===== config.mk =====
export PLATFORM = sky130hd
export DESIGN_NAME = cpu_state_exception_bus_seq
export DESIGN_NICKNAME = d
export VERILOG_FILES = /design/src/rtl/cpu_seq_pkg.sv /design/src/rtl/cpu_state_exception_bus_seq.sv
export SDC_FILE = /design/constraint.sdc
export NUM_CORES = 1
export LEC_CHECK = 0
export BUFFER_PORTS_ARGS = -buffer_cell sky130_fd_sc_hd__buf_4
export CORE_ASPECT_RATIO = 1.1
export CORE_UTILIZATION = 53
export CTS_CLUSTER_SIZE = 28
export DETAILED_ROUTE_END_ITERATION = 10
export PLACE_DENSITY = 0.8
export SYNTH_ARGS = -nofsm -noshare
export SYNTH_HDL_FRONTEND = slang
export SYNTH_SLANG_ARGS = --single-unit

===== constraint.sdc =====
create_clock -name pclk -period 4.6 [get_ports pclk]
set_input_delay 0 -clock pclk [delete_from_list [all_inputs] [get_ports pclk]]
set_output_delay 0 -clock pclk [all_outputs]
set_load 0.05 [all_outputs]

===== src/rtl/cpu_seq_pkg.sv =====
// Constants, pin indices and state encodings for the CPU state sequencer.
// Assumes a 250 MHz pclk and registers reached over APB.
package cpu_seq_pkg;
   // Register byte offsets on APB.
   localparam logic [7:0] OFF_CTRL = 8'h00;
   localparam logic [7:0] OFF_STAT = 8'h04;
   localparam logic [7:0] OFF_MODE = 8'h08;
   // Control register fields.
   localparam int CTRL_SOFT_STANDBY_SEL_BIT = 0;
   localparam int CTRL_IEN_BIT = 1;
   // Status register fields.
   localparam int ST_I_BIT = 0;
   localparam int ST_NMI_OK_BIT = 1;
   localparam int ST_MODE_LSB = 2;
   localparam int ST_BUS_LSB = 5;
   // Condition code interrupt mask position.
   localparam int CCR_I_BIT = 7;
   // Vector and stack constants.
   localparam logic [15:0] RESET_VEC_ADDR = 16'h0000;
   localparam logic [15:0] NMI_VEC_ADDR = 16'h0006;
   localparam logic [15:0] STACK_WORD = 16'h0002;
   // Pin indices inside the synchronised pin vector.
   localparam int NPIN = 5;
   localparam int P_RES = 0;
   localparam int P_HW_STANDBY_N = 1;
   localparam int P_WAIT = 2;
   localparam int P_MLO = 3;
   localparam int P_MHI = 4;
   // Pins look like reset held, standby off, no wait until sampled.
   localparam logic [NPIN-1:0] PIN_RESET_VAL = 5'h06;
   // Least reset pulse during operation, and at power up.
   localparam int RST_MIN_CYC = 10;
   localparam int RST_PWR_MS = 20;
   // Operating modes of the CPU.
   typedef enum logic [2:0] {
      m_reset, m_exec, m_exc, m_sleep, m_swstby, m_hwstby
   } cpu_mode_t;
   // Bus cycle states.
   typedef enum logic [2:0] {
      bus_idle, bus_state_first, bus_state_second,
      bus_state_wait, bus_state_third
   } bus_ph_t;
endpackage


===== src/rtl/cpu_state_exception_bus_seq.sv =====
// CPU state sequencer: reset and interrupt entry, power-down modes, and
// the two- and three-state bus cycles that push, fetch and access memory.
// Assumes the CPU core reports instruction ends and sleep execution on
// pclk, and that pins arrive asynchronously.
//
// How it works
// (RULE1) Only reset and interrupt exceptions exist; reset wins.
// (RULE2) Interrupt entry pushes PC then COND_CODE_REG; reset skips the pushes.
// (RULE3) Every exception sequence sets the interrupt mask flag.
// (RULE4) Vector is fetched, PC loaded, then normal execution resumes.
// (RULE5) Sleep with standby bit clear halts CPU, peripherals keep running.
// (RULE6) Interrupt or reset wakes sleep through the exception sequence.
// (RULE7) Sleep with standby bit set halts all, ports held, peripherals reset.
// (RULE8) Standby pin low halts everything, ports off, from any state.
// (RULE9) One bus state is one pclk period, edge to edge.
// (RULE10) On-chip memory cycles take two states, 16-bit path.
// (RULE11) Register field and external cycles take three states, one byte.
// (RULE12) Word on slow bus is two back-to-back byte cycles.
// (RULE13) Wait pin sampled mid second state; low adds a wait state.
// (RULE14) Wait resampled each wait state; held low stretches further.
// (RULE15) Reset pin low stops all work and initialises state.
// (RULE16) Reset sequence starts as soon as reset pin rises.
// (RULE17) Interrupts start only at instruction or sequence end.
// (RULE18) Reset source holds reset low 10 cycles, or 20 ms at power up.
// (RULE19) Reset release latches both mode pins into mode bits.
// (RULE20) Reset sets mask flag and initialises control registers.
// (RULE21) Reset vector word at address zero loads the PC.
// (RULE22) After reset all interrupts wait for first instruction end.
// (RULE23) Maskable interrupts stay off until software enables them.
// (RULE24) Wait sampled on falling edge, used at next rising edge.
// (RULE25) Standby bit selects sleep or software standby on sleep.
`timescale 1ns/1ps
module cpu_state_exception_bus_seq #(
   parameter logic [15:0] INT_MEM_END = 16'hf000
) (
   // Clock and bus reset.
   input wire logic pclk,
   input wire logic presetn,
   // APB slave.
   input wire logic psel,
   input wire logic penable,
   input wire logic pwrite,
   input wire logic [7:0] paddr,
   input wire logic [31:0] pwdata,
   output logic [31:0] prdata,
   output logic pready,
   output logic pslverr,
   // Device pins.
   input wire logic reset_in_n,
   input wire logic hw_standby_n,
   input wire logic wait_n,
   input wire logic op_mode_pin_hi,
   input wire logic op_mode_pin_lo,
   output logic op_mode_latched_hi,
   output logic op_mode_latched_lo,
   // CPU core side.
   input wire logic insn_done,
   input wire logic sleep_exec,
   input wire logic [15:0] pc_in,
   input wire logic [15:0] sp_in,
   input wire logic [6:0] ccr_flags_in,
   input wire logic ccr_i_wr,
   input wire logic ccr_i_val,
   output logic ccr_i_flag,
   output logic pc_load,
   output logic [15:0] pc_value,
   output logic sp_load,
   output logic [15:0] sp_value,
   // Interrupt requests.
   input wire logic nmi_req,
   input wire logic irq_req,
   input wire logic [15:0] irq_vec_addr,
   // Memory bus.
   input wire logic [15:0] rdata_in,
   output logic [15:0] bus_addr,
   output logic [15:0] bus_wdata,
   output logic bus_rd,
   output logic bus_wr,
   output logic bus_word,
   output logic bus_ext,
   output logic [2:0] bus_phase,
   // Power state.
   output logic cpu_halt,
   output logic periph_run,
   output logic periph_init,
   output logic port_hold,
   output logic port_off
);
   import cpu_seq_pkg::*;

   typedef struct packed {
      cpu_mode_t mode;
      bus_ph_t bph;
      logic [1:0] step;
      logic word_hi;
      logic bword;
      logic bext;
      logic brd;
      logic bwr;
      logic [15:0] baddr;
      logic [15:0] wfull;
      logic [15:0] bwd;
      logic [15:0] rbuf;
      logic [15:0] sp;
      logic [15:0] vec;
      logic [15:0] pc_val;
      logic [15:0] sp_val;
      logic pc_load;
      logic sp_load;
      logic seq_end;
      logic is_int;
      logic [NPIN-1:0] s1;
      logic [NPIN-1:0] s2;
      logic [NPIN-1:0] s3;
      logic [NPIN-1:0] pq;
      logic soft_standby_sel;
      logic irq_en;
      logic ibit;
      logic nmi_ok;
      logic nmi_pend;
      logic [1:0] mode_lat;
      logic cpu_halt;
      logic periph_run;
      logic periph_init;
      logic port_hold;
      logic port_off;
      logic [31:0] prdata;
      logic pready;
      logic pslverr;
   } state_t;

   state_t r;
   state_t n;
   logic [NPIN-1:0] pins;
   logic wait_mid;
   logic done;
   logic take;
   logic [15:0] rd_word;
   logic [31:0] rd_mux;
   logic map_hit;

   assign pins = {op_mode_pin_hi, op_mode_pin_lo, wait_n, hw_standby_n,
                  reset_in_n};

   ////////////////////////////////////////////////////////////////////////
   // (RULE24) falling edge wait
   // The wait level is taken mid-state from the synchronised pin copy, so it
   // follows the pin several states late and settles before the next rising edge.
   always_ff @(negedge pclk or negedge presetn) begin
      if (!presetn) begin
         wait_mid <= 1'b1;
      end else begin
         wait_mid <= r.pq[P_WAIT];
      end
   end

   ////////////////////////////////////////////////////////////////////////
   // Next-state logic for the whole block.
   always_comb begin
      n = r;
      done = 1'b0;
      n.pc_load = 1'b0;
      n.sp_load = 1'b0;
      n.seq_end = 1'b0;
      // Pin synchroniser; a change counts once stages two and three agree.
      n.s1 = pins;
      n.s2 = r.s1;
      n.s3 = r.s2;
      for (int i = 0; i < NPIN; i++) begin
         if (r.s2[i] == r.s3[i]) begin
            n.pq[i] = r.s3[i];
         end
      end
      rd_word = r.bext ? {r.rbuf[15:8], rdata_in[7:0]} : rdata_in;

      // (RULE9) one state per clock
      // Bus cycle engine advances one state per pclk.
      case (r.bph)
         bus_idle: begin
         end
         bus_state_first: begin
            n.bph = bus_state_second;
         end
         bus_state_second, bus_state_wait: begin
            // (RULE10) two-state internal cycle
            if (!r.bext) begin
               done = 1'b1;
            // (RULE13) insert wait state
            // (RULE14) repeat wait states
            end else if (!wait_mid) begin
               n.bph = bus_state_wait;
            end else begin
               n.bph = bus_state_third;
            end
         end
         bus_state_third: begin
            // (RULE11) three-state byte cycle
            // (RULE12) second byte follows
            if (r.bword && !r.word_hi) begin
               n.rbuf[15:8] = rdata_in[7:0];
               n.word_hi = 1'b1;
               n.baddr = r.baddr + 16'h0001;
               n.bph = bus_state_first;
            end else begin
               done = 1'b1;
            end
         end
         default: begin
            n.bph = bus_idle;
         end
      endcase
      if (done) begin
         n.bph = bus_idle;
         n.brd = 1'b0;
         n.bwr = 1'b0;
         n.word_hi = 1'b0;
      end

      // Interrupts are held off until the first instruction has ended.
      // (RULE22) block until first end
      // (RULE23) maskable needs enable
      take = (r.nmi_ok | insn_done) &
             (r.nmi_pend | (irq_req & r.irq_en & ~r.ibit));
      if (insn_done && r.mode == m_exec) begin
         n.nmi_ok = 1'b1;
      end

      // Mode sequencing.
      case (r.mode)
         m_reset: begin
            // (RULE16) start on release
            // (RULE19) latch mode pins
            // (RULE2) no pushes for reset
            n.mode_lat = {r.pq[P_MHI], r.pq[P_MLO]};
            // (RULE22) block interrupts again
            // A standby exit also passes here, so the mask and the
            // first-instruction hold are restored on every reset entry.
            n.ibit = 1'b1;
            n.nmi_ok = 1'b0;
            n.nmi_pend = 1'b0;
            n.mode = m_exc;
            n.step = 2'd2;
            n.vec = RESET_VEC_ADDR;
            n.is_int = 1'b0;
         end
         m_exec: begin
            // (RULE17) accept at boundary
            if (take && (insn_done || r.seq_end)) begin
               n.mode = m_exc;
            // (RULE25) sleep mode select
            // (RULE5) sleep keeps peripherals
            // (RULE7) software standby
            end else if (sleep_exec) begin
               n.mode = r.soft_standby_sel ? m_swstby : m_sleep;
            end
            if (ccr_i_wr) begin
               n.ibit = ccr_i_val;
            end
         end
         m_exc: begin
            // (RULE3) set mask flag
            if (r.step == 2'd2) begin
               n.ibit = 1'b1;
            end
            // (RULE4) load vector, resume
            if (done && r.step == 2'd2) begin
               n.pc_load = 1'b1;
               n.pc_val = rd_word;
               n.sp_load = r.is_int;
               n.sp_val = r.sp - STACK_WORD - STACK_WORD;
               n.mode = m_exec;
               n.seq_end = 1'b1;
            end else if (done) begin
               n.step = r.step + 2'd1;
            end
         end
         m_sleep, m_swstby: begin
            // (RULE6) wake through exception
            if (take) begin
               n.mode = m_exc;
            end
         end
         m_hwstby: begin
            n.mode = m_reset;
         end
         default: begin
            n.mode = m_reset;
         end
      endcase

      // Interrupt acceptance captures stack and vector.
      if (r.mode != m_exc && n.mode == m_exc && r.mode != m_reset) begin
         n.step = 2'd0;
         n.sp = sp_in;
         n.is_int = 1'b1;
         n.vec = r.nmi_pend ? NMI_VEC_ADDR : irq_vec_addr;
         n.nmi_pend = 1'b0;
      end
      // A new request in the accepting cycle still sets the flag.
      if (nmi_req) begin
         n.nmi_pend = 1'b1;
      end

      // (RULE2) push PC then COND_CODE_REG
      // Launch the bus cycle for the current sequence step.
      if (r.mode == m_exc && r.bph == bus_idle) begin
         n.bph = bus_state_first;
         n.word_hi = 1'b0;
         n.bword = 1'b1;
         case (r.step)
            2'd0: begin
               n.baddr = r.sp - STACK_WORD;
               n.wfull = pc_in;
               n.bwr = 1'b1;
            end
            2'd1: begin
               n.baddr = r.sp - STACK_WORD - STACK_WORD;
               n.wfull = {r.ibit, ccr_flags_in, r.ibit, ccr_flags_in};
               n.bwr = 1'b1;
            end
            default: begin
               // (RULE21) fetch vector word
               n.baddr = r.vec;
               n.brd = 1'b1;
            end
         endcase
      end

      // APB slave: answer one cycle into the access phase.
      map_hit = (paddr == OFF_CTRL) || (paddr == OFF_STAT) ||
                (paddr == OFF_MODE);
      rd_mux = 32'h0000_0000;
      case (paddr)
         OFF_CTRL: begin
            rd_mux[CTRL_SOFT_STANDBY_SEL_BIT] = r.soft_standby_sel;
            rd_mux[CTRL_IEN_BIT] = r.irq_en;
         end
         OFF_STAT: begin
            rd_mux[ST_I_BIT] = r.ibit;
            rd_mux[ST_NMI_OK_BIT] = r.nmi_ok;
            rd_mux[ST_MODE_LSB +: 3] = r.mode;
            rd_mux[ST_BUS_LSB +: 3] = r.bph;
         end
         OFF_MODE: begin
            rd_mux[1:0] = r.mode_lat;
         end
         default: begin
            rd_mux = 32'h0000_0000;
         end
      endcase
      n.pready = 1'b0;
      n.pslverr = 1'b0;
      if (psel && penable && !r.pready) begin
         n.pready = 1'b1;
         n.pslverr = !map_hit;
         n.prdata = (map_hit && !pwrite) ? rd_mux : 32'h0000_0000;
      end
      if (psel && penable && r.pready && pwrite && paddr == OFF_CTRL) begin
         n.soft_standby_sel = pwdata[CTRL_SOFT_STANDBY_SEL_BIT];
         n.irq_en = pwdata[CTRL_IEN_BIT];
      end

      // (RULE8) hardware standby
      // (RULE1) reset priority
      // (RULE15) reset stops all
      // (RULE20) reset initialises
      if (!r.pq[P_HW_STANDBY_N] || !r.pq[P_RES]) begin
         n.mode = r.pq[P_HW_STANDBY_N] ? m_reset : m_hwstby;
         n.bph = bus_idle;
         n.brd = 1'b0;
         n.bwr = 1'b0;
         n.word_hi = 1'b0;
         n.soft_standby_sel = 1'b0;
         n.irq_en = 1'b0;
         n.pc_load = 1'b0;
         n.sp_load = 1'b0;
         n.seq_end = 1'b0;
         if (r.pq[P_HW_STANDBY_N]) begin
            n.ibit = 1'b1;
            n.nmi_ok = 1'b0;
            n.nmi_pend = 1'b0;
         end
      end

      // Registered copies of outputs, so every port is a flip-flop.
      n.bext = n.baddr >= INT_MEM_END;
      if (!n.bext) begin
         n.bwd = n.wfull;
      end else if (n.word_hi) begin
         n.bwd = {8'h00, n.wfull[7:0]};
      end else begin
         n.bwd = {8'h00, n.wfull[15:8]};
      end
      n.cpu_halt = n.mode != m_exec;
      n.periph_run = n.mode == m_exec || n.mode == m_exc ||
                     n.mode == m_sleep;
      n.periph_init = !n.periph_run;
      n.port_hold = n.mode == m_swstby;
      n.port_off = n.mode == m_hwstby;
   end

   ////////////////////////////////////////////////////////////////////////
   // State register.
   always_ff @(posedge pclk or negedge presetn) begin
      if (!presetn) begin
         r <= '0;
         r.mode <= m_reset;
         r.bph <= bus_idle;
         r.ibit <= 1'b1;
         r.s1 <= PIN_RESET_VAL;
         r.s2 <= PIN_RESET_VAL;
         r.s3 <= PIN_RESET_VAL;
         r.pq <= PIN_RESET_VAL;
         r.cpu_halt <= 1'b1;
         r.periph_init <= 1'b1;
      end else begin
         r <= n;
      end
   end

   // Output wiring straight from the state register.
   assign prdata = r.prdata;
   assign pready = r.pready;
   assign pslverr = r.pslverr;
   assign op_mode_latched_hi = r.mode_lat[1];
   assign op_mode_latched_lo = r.mode_lat[0];
   assign ccr_i_flag = r.ibit;
   assign pc_load = r.pc_load;
   assign pc_value = r.pc_val;
   assign sp_load = r.sp_load;
   assign sp_value = r.sp_val;
   assign bus_addr = r.baddr;
   assign bus_wdata = r.bwd;
   assign bus_rd = r.brd;
   assign bus_wr = r.bwr;
   assign bus_word = r.bword;
   assign bus_ext = r.bext;
   assign bus_phase = r.bph;
   assign cpu_halt = r.cpu_halt;
   assign periph_run = r.periph_run;
   assign periph_init = r.periph_init;
   assign port_hold = r.port_hold;
   assign port_off = r.port_off;

   ////////////////////////////////////////////////////////////////////////
   // Checks on the sequencer.
   AST_RST_PRIO: assert property ( // (RULE1)
      @(posedge pclk) disable iff (!presetn)
      (!r.pq[P_RES] && r.pq[P_HW_STANDBY_N]) |=> (r.mode == m_reset && !r.pc_load))
      else $error("reset pin did not force reset state");
   AST_RST_NOPUSH: assert property ( // (RULE2)
      @(posedge pclk) disable iff (!presetn)
      (r.mode == m_reset && r.pq[P_RES] && r.pq[P_HW_STANDBY_N])
      |=> (r.mode == m_exc && r.step == 2'd2 && r.vec == RESET_VEC_ADDR))
      else $error("reset sequence did not go straight to vector fetch");
   AST_MASK_SET: assert property ( // (RULE3)
      @(posedge pclk) disable iff (!presetn)
      (r.mode == m_exc && r.step == 2'd2) |=> r.ibit)
      else $error("mask flag not set in exception sequence");
   AST_VEC_LOAD: assert property ( // (RULE4)
      @(posedge pclk) disable iff (!presetn)
      r.pc_load |-> (r.mode == m_exec && $past(r.mode) == m_exc &&
                     r.pc_val == $past(rd_word)))
      else $error("PC load not from vector fetch");
   AST_SLEEP_SEL: assert property ( // (RULE25)
      @(posedge pclk) disable iff (!presetn)
      (r.mode == m_exec && sleep_exec && !insn_done && r.pq[P_RES] &&
       r.pq[P_HW_STANDBY_N]) |=> (r.mode == ($past(r.soft_standby_sel) ? m_swstby : m_sleep))
      ##0 (r.periph_run == !$past(r.soft_standby_sel)))
      else $error("sleep did not select the right power mode");
   AST_HW_HW_STANDBY_N: assert property ( // (RULE8)
      @(posedge pclk) disable iff (!presetn)
      !r.pq[P_HW_STANDBY_N] |=> (r.mode == m_hwstby && r.port_off && r.cpu_halt))
      else $error("standby pin did not halt the device");
   AST_INT_CYCLE: assert property ( // (RULE10)
      @(posedge pclk) disable iff (!presetn)
      (r.bph == bus_state_first && !r.bext)
      |=> (r.bph == bus_state_second || r.bph == bus_idle)
      ##1 (r.bph == bus_idle || r.bph == bus_state_first))
      else $error("on-chip memory cycle not two states");
   AST_WAIT_INS: assert property ( // (RULE13)
      @(posedge pclk) disable iff (!presetn)
      ((r.bph == bus_state_second || r.bph == bus_state_wait) && r.bext &&
       r.pq[P_RES] && r.pq[P_HW_STANDBY_N])
      |=> (r.bph == ($past(wait_mid) ? bus_state_third : bus_state_wait)))
      else $error("wait state decision wrong");
   AST_WORD_SPLIT: assert property ( // (RULE12)
      @(posedge pclk) disable iff (!presetn)
      (r.bph == bus_state_third && r.bword && !r.word_hi &&
       r.pq[P_RES] && r.pq[P_HW_STANDBY_N])
      |=> (r.bph == bus_state_first && r.word_hi &&
           r.baddr == $past(r.baddr) + 16'h0001))
      else $error("word not split into two byte cycles");
   AST_NMI_HOLD: assert property ( // (RULE22)
      @(posedge pclk) disable iff (!presetn)
      (r.mode == m_exec && !r.nmi_ok && !insn_done) |=> (r.mode != m_exc))
      else $error("interrupt taken before first instruction end");
   AST_MODE_LATCH: assert property ( // (RULE19)
      @(posedge pclk) disable iff (!presetn)
      (r.mode == m_reset && r.pq[P_RES] && r.pq[P_HW_STANDBY_N])
      |=> (r.mode_lat == $past({r.pq[P_MHI], r.pq[P_MLO]})))
      else $error("mode pins not latched at reset release");
endmodule


==> results of run 1 <==
## flip-flops by register name, summed over array words and instances, names as in the netlist, 3 cells and up
register,flops
r,77
sp_value,16
prdata,8
pc_value,16
bus_addr,16
n,10
bus_phase,3
bus_wdata,16
## where the power goes
group	total [mW]	internal, mW	switching [mW]
logic	2.48	0.939	1.55
clock network	1.59	0.983	0.612
registers	2.31	1.96	0.355
total	6.39	3.88	2.51
## layout by cell type (no fill, tap or decap), drive strengths merged, types with 6 or more instances in the layout
cell type and instances:
nor2b 7, nand4 11, nor3b 6, xnor2 21, a22o 23, dfrtp 167
nand3 11, mux2i 17, nand2 66, xor2 18, o21ai 38, a22oi 19
a31oi 9, nor4 7, clkinv 6, a21oi 38, buf 202, ha 8
conb 24, mux2 53, dfstp 12, dlygate4sd3 92, a211oi 6, inv 26
clkbuf 20, nor3 15, nor2 74
## routing by layer
layer | up-vias | GRT usage | routed length [µm]
li1 | 3246 | - | -
met1 | 3420 | 0.3384 | 9316
met2 | 300 | 0.4520 | 11050
met3 | 51 | 0.06811 | 1460
met4 | 0 | 0.1097 | 710
met5 | - | 0 | 0
## area by class of cell
class	count	area [µm²]
clock buffer	20	446.7
clock inverter	13	207.7
fill	1168	4940
multi-input combinational	533	3552
sequential	179	4494
timing repair buffer	294	2441
inverter	25	93.84
tap	204	255.2
## per-stage QoR
step	util	area [µm²]
2_1_floorplan	-	9031
3_3_place_gp	0.6037	9920
3_5_place_dp	0.6037	9920
4_1_cts	0.6994	11490
5_1_grt	0.6994	11490
6_report	0.6994	11490
## logic make-up (layout without fill, tap and decap cells)
family	Yosys count	count (layout)	share of synthesized area
fa+ha+maj	13	13	0.01679
mux	70	70	0.08616
buf+inv	163	352	0.1115
compound gates	156	156	0.1147
simple gates	231	231	0.1298
flops	179	179	0.5024
xor+xnor	39	39	0.03819
other cells	1	24	0.0004192
## path summary, 6_finish.rpt
path                            slack, ns  depth (start not counted)      endpoint  startpoint
worst max-delay path                 0.27                         11  bus_wdata[1]      r[119]
worst min-delay path                 0.02                          4     prdata[0]    paddr[3]
worst max register to register       0.27                         11  bus_wdata[1]      r[119]
worst min register to register       0.34                          0         n[54]       n[59]
max in group asynchronous            1.85                          2      wait_mid     presetn
min in group asynchronous            0.08                          2   pc_value[7]     presetn
## repair_timing
action / in CTS / in global routing
hold endpoints to repair: 143 / 0
buffers inserted: 0 / 0
hold buffers: 92 / 0
## worst max-delay path, cell delays in order (launching register included)
cell and delay, ns:
dfrtp_1 0.44, inv_1 0.17, ha_1 0.28, nor3b_4 0.39, a21boi_1 0.14, or4b_1 0.61
or4_1 0.64, o31ai_2 0.29, a31oi_1 0.14, nand4b_4 0.22, nor3b_4 0.50, mux2_2 0.40
==> results.json, run 1 <==
{
  "areaGrowthSynthToFinish_pct": 28.47,
  "hold_path.class": "in2reg",
  "gr-total-overflow": 0,
  "place_ws_ns": 0.3359,
  "total_power_mw": 6.390,
  "drc": 0,
  "portBuffers": 187,
  "syn_inst": 852,
  "hold_violations": 0,
  "rsz0062_at_grt": "no",
  "layout.cells.non_filler": 1268,
  "setup_violations": 0,
  "cts_resized": 0,
  "cts_tree": "yes",
  "grt_pass1_vias": 7092,
  "power.leakage_nw": 5.402,
  "setup_ws_ns": 0.2690,
  "yosysMostFrequentCell": "dfrtp_1",
  "grt_max_degree": 66,
  "cp-end-kind": "register",
  "p_per_area_mw_per_mm2": 556.1,
  "cap_violations": 0,
  "worstPathRequired_ns": 4.91,
  "max_freq_mhz": 230.9,
  "ys_seq_elements": 179,
  "antenna_left": 0,
  "diodes": 0,
  "yosys-top-cells-count": "167 x dfrtp_1, 100 x buf_4, 74 x nor2_1, 66 x nand2_1, 52 x mux2_2",
  "setup_tns_ns": 0,
  "dieHeight_um": 138.3,
  "slew_viol_final": 0,
  "avgSynthCellArea_um2": 10.50,
  "nets": 1186,
  "arrival_ns": 4.64,
  "io_pins": 242,
  "placed_cells": 1144,
  "start_util": 0.5444,
  "peakVddDrop_mv": 0.3164,
  "postRouteWirelength_mm": 22.54,
  "htree_levels": 4,
  "viasPerCell": 5.534,
  "path_clk_slew_ns": 0.06,
  "grt_usage": 0.2712,
  "synth_largest_area_cell": "dfrtp_1",
  "worstPathMaxFanout": 8,
  "core_mm2": 0.01643,
  "cts_buffer_depth": 2,
  "clockRootBuffer": "clkbuf_16",
  "die_x_um": 125.9,
  "synth_area_leaders": "dfrtp_1 47%, buf_4 8.4%, mux2_2 6.5%",
  "vias": 7017,
  "outcome": "finished clean",
  "maxSlewHeadroom": 0.2499,
  "drtIter0Drc": 470,
  "grt_pass1_wl_mm": 36.87,
  "synth-edff-count": 0,
  "layout-drive-gt1-share": 0.2923,
  "ys_seq_area_frac": 0.5024,
  "synth.distinct_cells": 64,
  "insertion_delay_ns": 0.45,
  "post-dp-hpwl_mm": 14.50,
  "cts_sinks": 179,
  "synth_top_area_share": 0.4672,
  "tightest_slew_ns": 1.125,
  "hold-worst-slack_ns": 0.01775,
  "yosysWarningCount": 0,
  "syn_area_mm2": 0.008945,
  "cts_buffers": 17,
  "dr.pass1.iters": 6,
  "std_cell_rows": 49,
  "die-area_mm2": 0.01740,
  "antenna_found_initial": 0,
  "place_congestion": 0.8634,
  "ys_async_sr_fraction": 1.000,
  "finalCriticalPeriod_ns": 4.331,
  "synth_ff_type": "dfrtp_1",
  "path_class": "reg2reg",
  "fin_worst_skew_ns": 0.02250,
  "period_share": 0.9415,
  "start_kind": "register",
  "wire_per_inst_um": 17.78
}
(Power assumes the default switching activity.)
==> run 2, diff against run 1 <==
--- a/config.mk
+++ b/config.mk
@@ -5,12 +5,13 @@
 export SDC_FILE = /design/constraint.sdc
 export NUM_CORES = 1
 export LEC_CHECK = 0
+export ABC_AREA = 1
 export BUFFER_PORTS_ARGS = -buffer_cell sky130_fd_sc_hd__buf_4
 export CORE_ASPECT_RATIO = 1.1
-export CORE_UTILIZATION = 53
+export CORE_UTILIZATION = 54
 export CTS_CLUSTER_SIZE = 28
 export DETAILED_ROUTE_END_ITERATION = 10
-export PLACE_DENSITY = 0.8
+export PLACE_DENSITY = 0.81
 export SYNTH_ARGS = -nofsm -noshare
 export SYNTH_HDL_FRONTEND = slang
 export SYNTH_SLANG_ARGS = --single-unit
==> run 2 against run 1 <==
Compared with the run above:
- sequential share of layout area is 0.23 points lower
- fmax up 13%
- non-clock buffer count down 27
- via count is 12% higher
- area after synthesis increased by 3.8%
- clock skew rose by 0.0044 ns
- clock power shrank 3%
- hold slack worse by 0.0030 ns
- cell count is 18% higher
- worst setup slack better by 0.51 ns
- register-to-register slack improved by 0.51 ns
==> results.json, run 2 <==
{
  "path_class": "reg2reg",
  "cp-end-kind": "register",
  "wire_per_inst_um": 15.96,
  "antenna_left": 0,
  "grt.met3_usage": 0.05844,
  "max_freq_mhz": 261.9,
  "final_common_cell": "nand2_1",
  "yosys-top-cells-count": "283 x nand2_1, 167 x dfrtp_1, 107 x o21ai_0, 102 x inv_1, 100 x buf_4",
  "maxSlewHeadroom": 0.4047,
  "final_cell_mix": "283 x nand2_1, 192 x buf_4, 167 x dfrtp_1",
  "period_share": 0.8300,
  "hold_violations": 0,
  "slew_viol_final": 0,
  "die-area_mm2": 0.01772,
  "start_kind": "register",
  "clockRootBuffer": "clkbuf_16",
  "yosysWarningCount": 0,
  "syn_inst": 1104,
  "post-dp-hpwl_mm": 16.31,
  "grt_pass1_vias": 7742,
  "die_x_um": 127.0,
  "arrival_ns": 4.16,
  "place_congestion": 0.9146,
  "ys_seq_elements": 179,
  "insertion_delay_ns": 0.45,
  "cap_violations": 0,
  "syn_area_mm2": 0.009283,
  "outcome": "finished clean",
  "layout-drive-gt1-share": 0.2269,
  "cts_tree": "yes",
  "synth-edff-count": 0,
  "peakVddDrop_mv": 0.3676,
  "synth.distinct_cells": 54,
  "core_mm2": 0.01655,
  "tightest_slew_ns": 0.8917,
  "grt_usage": 0.2788,
  "antenna_found_initial": 0,
  "gr-total-overflow": 0,
  "synth_largest_area_cell": "dfrtp_1",
  "worstPathRequired_ns": 4.94,
  "avgSynthCellArea_um2": 8.408,
  "io_pins": 242,
  "start_util": 0.5608,
  "cts_resized": 0,
  "cts_buffers": 17,
  "synth_ff_type": "dfrtp_1",
  "drc": 0,
  "finalCriticalPeriod_ns": 3.818,
  "portBuffers": 187,
  "vias": 7843,
  "power.leakage_nw": 5.957,
  "synth_area_leaders": "dfrtp_1 45%, nand2_1 11%, buf_4 8.1%",
  "viasPerCell": 5.229,
  "p_per_area_mw_per_mm2": 535.4,
  "dieHeight_um": 139.5,
  "areaGrowthSynthToFinish_pct": 24.52,
  "grtUsageMet2": 0.4907,
  "dr.pass1.iters": 5,
  "diodes": 0,
  "std_cell_rows": 49,
  "grt_max_degree": 63,
  "postRouteWirelength_mm": 23.93,
  "ctsHoldBuffers": 74,
  "grt_pass1_wl_mm": 38.08,
  "rsz0062_at_grt": "no",
  "grtUsageMet1": 0.3303,
  "htree_levels": 4,
  "yosysMostFrequentCell": "nand2_1",
  "drtIter0Drc": 540,
  "ys_async_sr_fraction": 1.000,
  "largest-register": "r",
  "path_clk_slew_ns": 0.07,
  "hold_path.class": "in2reg",
  "setup_tns_ns": 0,
  "cts_setup_buffers": 0,
  "largest_reg_flops": 77,
  "ys_seq_area_frac": 0.4842,
  "grt-busiest-layer": "met2",
  "setup_violations": 0,
  "cts_buffer_depth": 2,
  "worstPathMaxFanout": 59,
  "nets": 1418,
  "cts_sinks": 179,
  "fin_worst_skew_ns": 0.02685,
  "synth_top_area_share": 0.4502,
  "finalCoreUtilization": 0.6983
}
## run 2: final timing paths
| check | from | to | slack [ns] | cells past startpoint |
|---|---|---|---|---|
| min in group asynchronous | presetn | n[59] | 0.11 | 2 |
| max reg2reg | bus_ext | r[124] | 0.78 | 14 |
| max | bus_ext | r[124] | 0.78 | 14 |
| min reg2reg | n[59] | n[54] | 0.35 | 0 |
| max in group asynchronous | presetn | wait_mid | 1.81 | 2 |
| min | pc_in[10] | r[176] | 0.01 | 4 |
## run 2: power breakdown
group	switching [mW]	internal [mW]	total (mW)
logic	1.73	0.754	2.49
registers	0.252	1.90	2.15
clock network	0.615	0.932	1.55
total	2.60	3.59	6.19
## run 2: cell families after synthesis
family          synth area share
xor+xnor                 0.01793
buf+inv                   0.1462
fa+ha+maj                0.01618
simple gates              0.2201
other cells            0.0004040
compound gates            0.1150
flops                     0.4842
## run 2: layout make-up
| type | instances | area, µm² |
|---|---|---|
| Fill cell | 1255 | 4995 |
| Sequential cell | 179 | 4494 |
| Multi-Input combinational cell | 694 | 3522 |
| Timing Repair Buffer | 267 | 2193 |
| Inverter | 123 | 461.7 |
| Clock buffer | 21 | 450.4 |
| Tap cell | 204 | 255.2 |
| Clock inverter | 12 | 181.4 |
## run 2: per-stage QoR
stage	hold slack (ns)	power (mW)	std cells	cell area (µm²)	setup WS, ns
3_3_place_gp	0.001618	4.505	1394	10190	1.112
2_1_floorplan	-0.2956	4.024	1127	9369	1.429
3_5_place_dp	0.003997	4.554	1394	10190	0.9822
5_1_grt	0.01831	6.507	1500	11560	0.3794
4_1_cts	0.005528	6.162	1500	11560	0.8707
6_report	0.01473	6.189	1500	11560	0.7821
## run 2: worst max-delay path, cell delays in order (launching register included)
cell and delay (ns):
dfrtp_1 0.67, or2_1 0.19, nand2_2 0.07, inv_2 0.13
nor3_4 0.09, inv_2 0.67, o21ai_1 0.15, a21oi_1 0.22
nand2_1 0.11, nor2_1 0.11, buf_4 0.22, nand2_2 0.22
inv_2 0.55, nand2_1 0.18, o21ai_1 0.15
## run 2: per-layer routing
metal | share of wire | vias to the layer above
li1 | - | 3786
met1 | 0.40 | 3696
met2 | 0.51 | 307
met3 | 0.057 | 54
met4 | 0.029 | 0
met5 | 0 | -
==> run 3, diff against run 2 <==
==> constraint.sdc (replaced) <==
create_clock -name pclk -period 3.65 [get_ports pclk]
set_input_delay 0 -clock pclk [delete_from_list [all_inputs] [get_ports pclk]]
set_output_delay 0 -clock pclk [all_outputs]
set_load 0.05 [all_outputs]
==> run 3 against run 2 <==
Compared with the run above:
- clock power grew 24%
- highest routed layer unchanged
- via count up 0.28%
- critical endpoint is now r[103]
- global-route usage down 0.27 points
- flip-flop and latch count unchanged
- clock-buffer cell count decreased by 3
- largest power group unchanged
- largest cell class unchanged
- fmax is 23% higher
- total power grew 25%
==> results.json, run 3 (synthesis gave the netlist of run 2 again) <==
{
  "outcome": "finished clean",
  "slew_viol_final": 0,
  "layout.cells.non_filler": 1507,
  "post-dp-hpwl_mm": 16.31,
  "placed_cells": 1399,
  "cp-startpoint": "r[41]",
  "fin_worst_skew_ns": 0.02362,
  "slowest_stage": "inv_2",
  "period_share": 0.8493,
  "fill_cells": 1263,
  "power.leakage_nw": 5.989,
  "std_cell_rows": 49,
  "hold_path.class": "in2reg",
  "io_pins": 242,
  "arrival_ns": 3.45,
  "rsz0062_at_grt": "no",
  "cp_top_family": "buffers and inverters",
  "gr-total-overflow": 0,
  "cp-endpoint": "r[103]",
  "crit_chain": "inv_1 -> a21oi_1 -> o21ai_0 -> nand2_1 -> inv_1 -> a21oi_1 -> nand2_1 -> nor2_1 -> buf_4 -> nand2_2 -> inv_2 -> o21ai_0 -> o21ai_0",
  "worstPathMaxFanout": 38,
  "dieHeight_um": 139.5,
  "antenna_found_initial": 0,
  "cts_buffer_depth": 2,
  "grt_pass1_vias": 7694,
  "nets": 1425,
  "cp.depth": 13,
  "dr.pass1.iters": 5,
  "clockRootBuffer": "clkbuf_16",
  "die_x_um": 127.0,
  "worstPathRequired_ns": 4.00,
  "cp-end-kind": "register",
  "final_common_cell": "nand2_1",
  "hold_depth": 4,
  "final_cell_mix": "283 x nand2_1, 197 x buf_4, 167 x dfrtp_1",
  "path_class": "reg2reg",
  "reg2reg_from": "r[41]",
  "grt_pass1_wl_mm": 37.96,
  "maxSlewHeadroom": 0.3583,
  "vias": 7865,
  "place_congestion": 0.9133,
  "start_kind": "register",
  "areaGrowthSynthToFinish_pct": 25.06,
  "finalCriticalPeriod_ns": 3.100,
  "drc": 0,
  "grt_max_degree": 79,
  "core_mm2": 0.01655,
  "r2r_cells": 13,
  "peakVddDrop_mv": 0.3780,
  "max_freq_mhz": 322.6,
  "cts_buffers": 17,
  "rr_endpoint": "r[103]",
  "htree_levels": 4,
  "largest_reg_flops": 77,
  "tightest_slew_ns": 0.9625,
  "drtIter0Drc": 456,
  "portBuffers": 187,
  "die-area_mm2": 0.01772,
  "viasPerCell": 5.219,
  "path_clk_slew_ns": 0.07,
  "largest-register": "r",
  "insertion_delay_ns": 0.45,
  "start_util": 0.5608,
  "cp_common_cell": "o21ai_0",
  "postRouteWirelength_mm": 23.48,
  "layout-drive-gt1-share": 0.2310,
  "cts_tree": "yes",
  "critPathBufInv": 4,
  "setup_tns_ns": 0,
  "reg2reg_slack_ns": 0.55,
  "grt_usage": 0.2761,
  "cts_sinks": 179,
  "diodes": 0,
  "wire_per_inst_um": 15.58,
  "p_per_area_mw_per_mm2": 667.9,
  "setup_violations": 0,
  "antenna_left": 0,
  "cap_violations": 0,
  "hold_violations": 0,
  "crit_path_max_incr_delay_ns": 0.53
}
==> run 3: worst min-delay path, stage by stage <==
cell	delay, ns
buf_4	0.07
nand2_1	0.04
o21ai_0	0.08
a22o_1	0.20
==> run 3: where the power goes <==
part           internal [mW]  switching (mW)
Combinational          0.954            2.16
Sequential              2.40           0.318
Clock                   1.10           0.818
Total                   4.45            3.30
==> run 3: area by class of cell <==
class / instances / area [µm²] / area share
Timing Repair Buffer: 274 / 2251 / 0.1939
Sequential cell: 179 / 4494 / 0.3872
Multi-Input combinational cell: 694 / 3522 / 0.3034
Inverter: 123 / 461.7 / 0.03977
Clock buffer: 18 / 429.2 / 0.03697
Clock inverter: 15 / 195.2 / 0.01681
Tap cell: 204 / 255.2 / 0.02199
==> run 3: how the worst min path moves through the flow <==
| stage | start | to |
|---|---|---|
| after floorplan | presetn | bus_addr[0] |
| after global routing | pc_in[3] | r[169] |
| after CTS | pc_in[3] | r[169] |
| after detailed placement | presetn | n[51] |
| after global placement | presetn | n[51] |
| final | pc_in[10] | r[176] |
==> run 3: routing by layer <==
| layer | up-vias | track usage | share of wire |
|---|---|---|---|
| met5 | - | 0 | 0 |
| met4 | 0 | 0.1284 | 0.035 |
| met3 | 54 | 0.05421 | 0.055 |
| met2 | 298 | 0.4731 | 0.50 |
| met1 | 3709 | 0.3350 | 0.41 |
| li1 | 3804 | - | - |
==> run 3: stage by stage <==
stage	hold WS (ns)	total power, mW	util	worst slack, ns	area (µm²)
detailed placement	-0.07557	5.762	0.6178	0.6122	10230
CTS	0.0009224	7.756	0.7013	0.5770	11610
global route	0.01180	8.190	0.7013	0.1930	11610
finish	0.01017	7.753	0.7013	0.5502	11610
floorplan	-0.2956	5.072	-	0.9543	9369
global placement	-0.07915	5.697	0.6178	0.6949	10230
==> run 3: repair_timing <==
action / CTS / global route
hold endpoints to repair: 118 / 0
hold buffers: 76 / 0
gates resized for setup: 0 / 0
setup buffers: 0 / 0
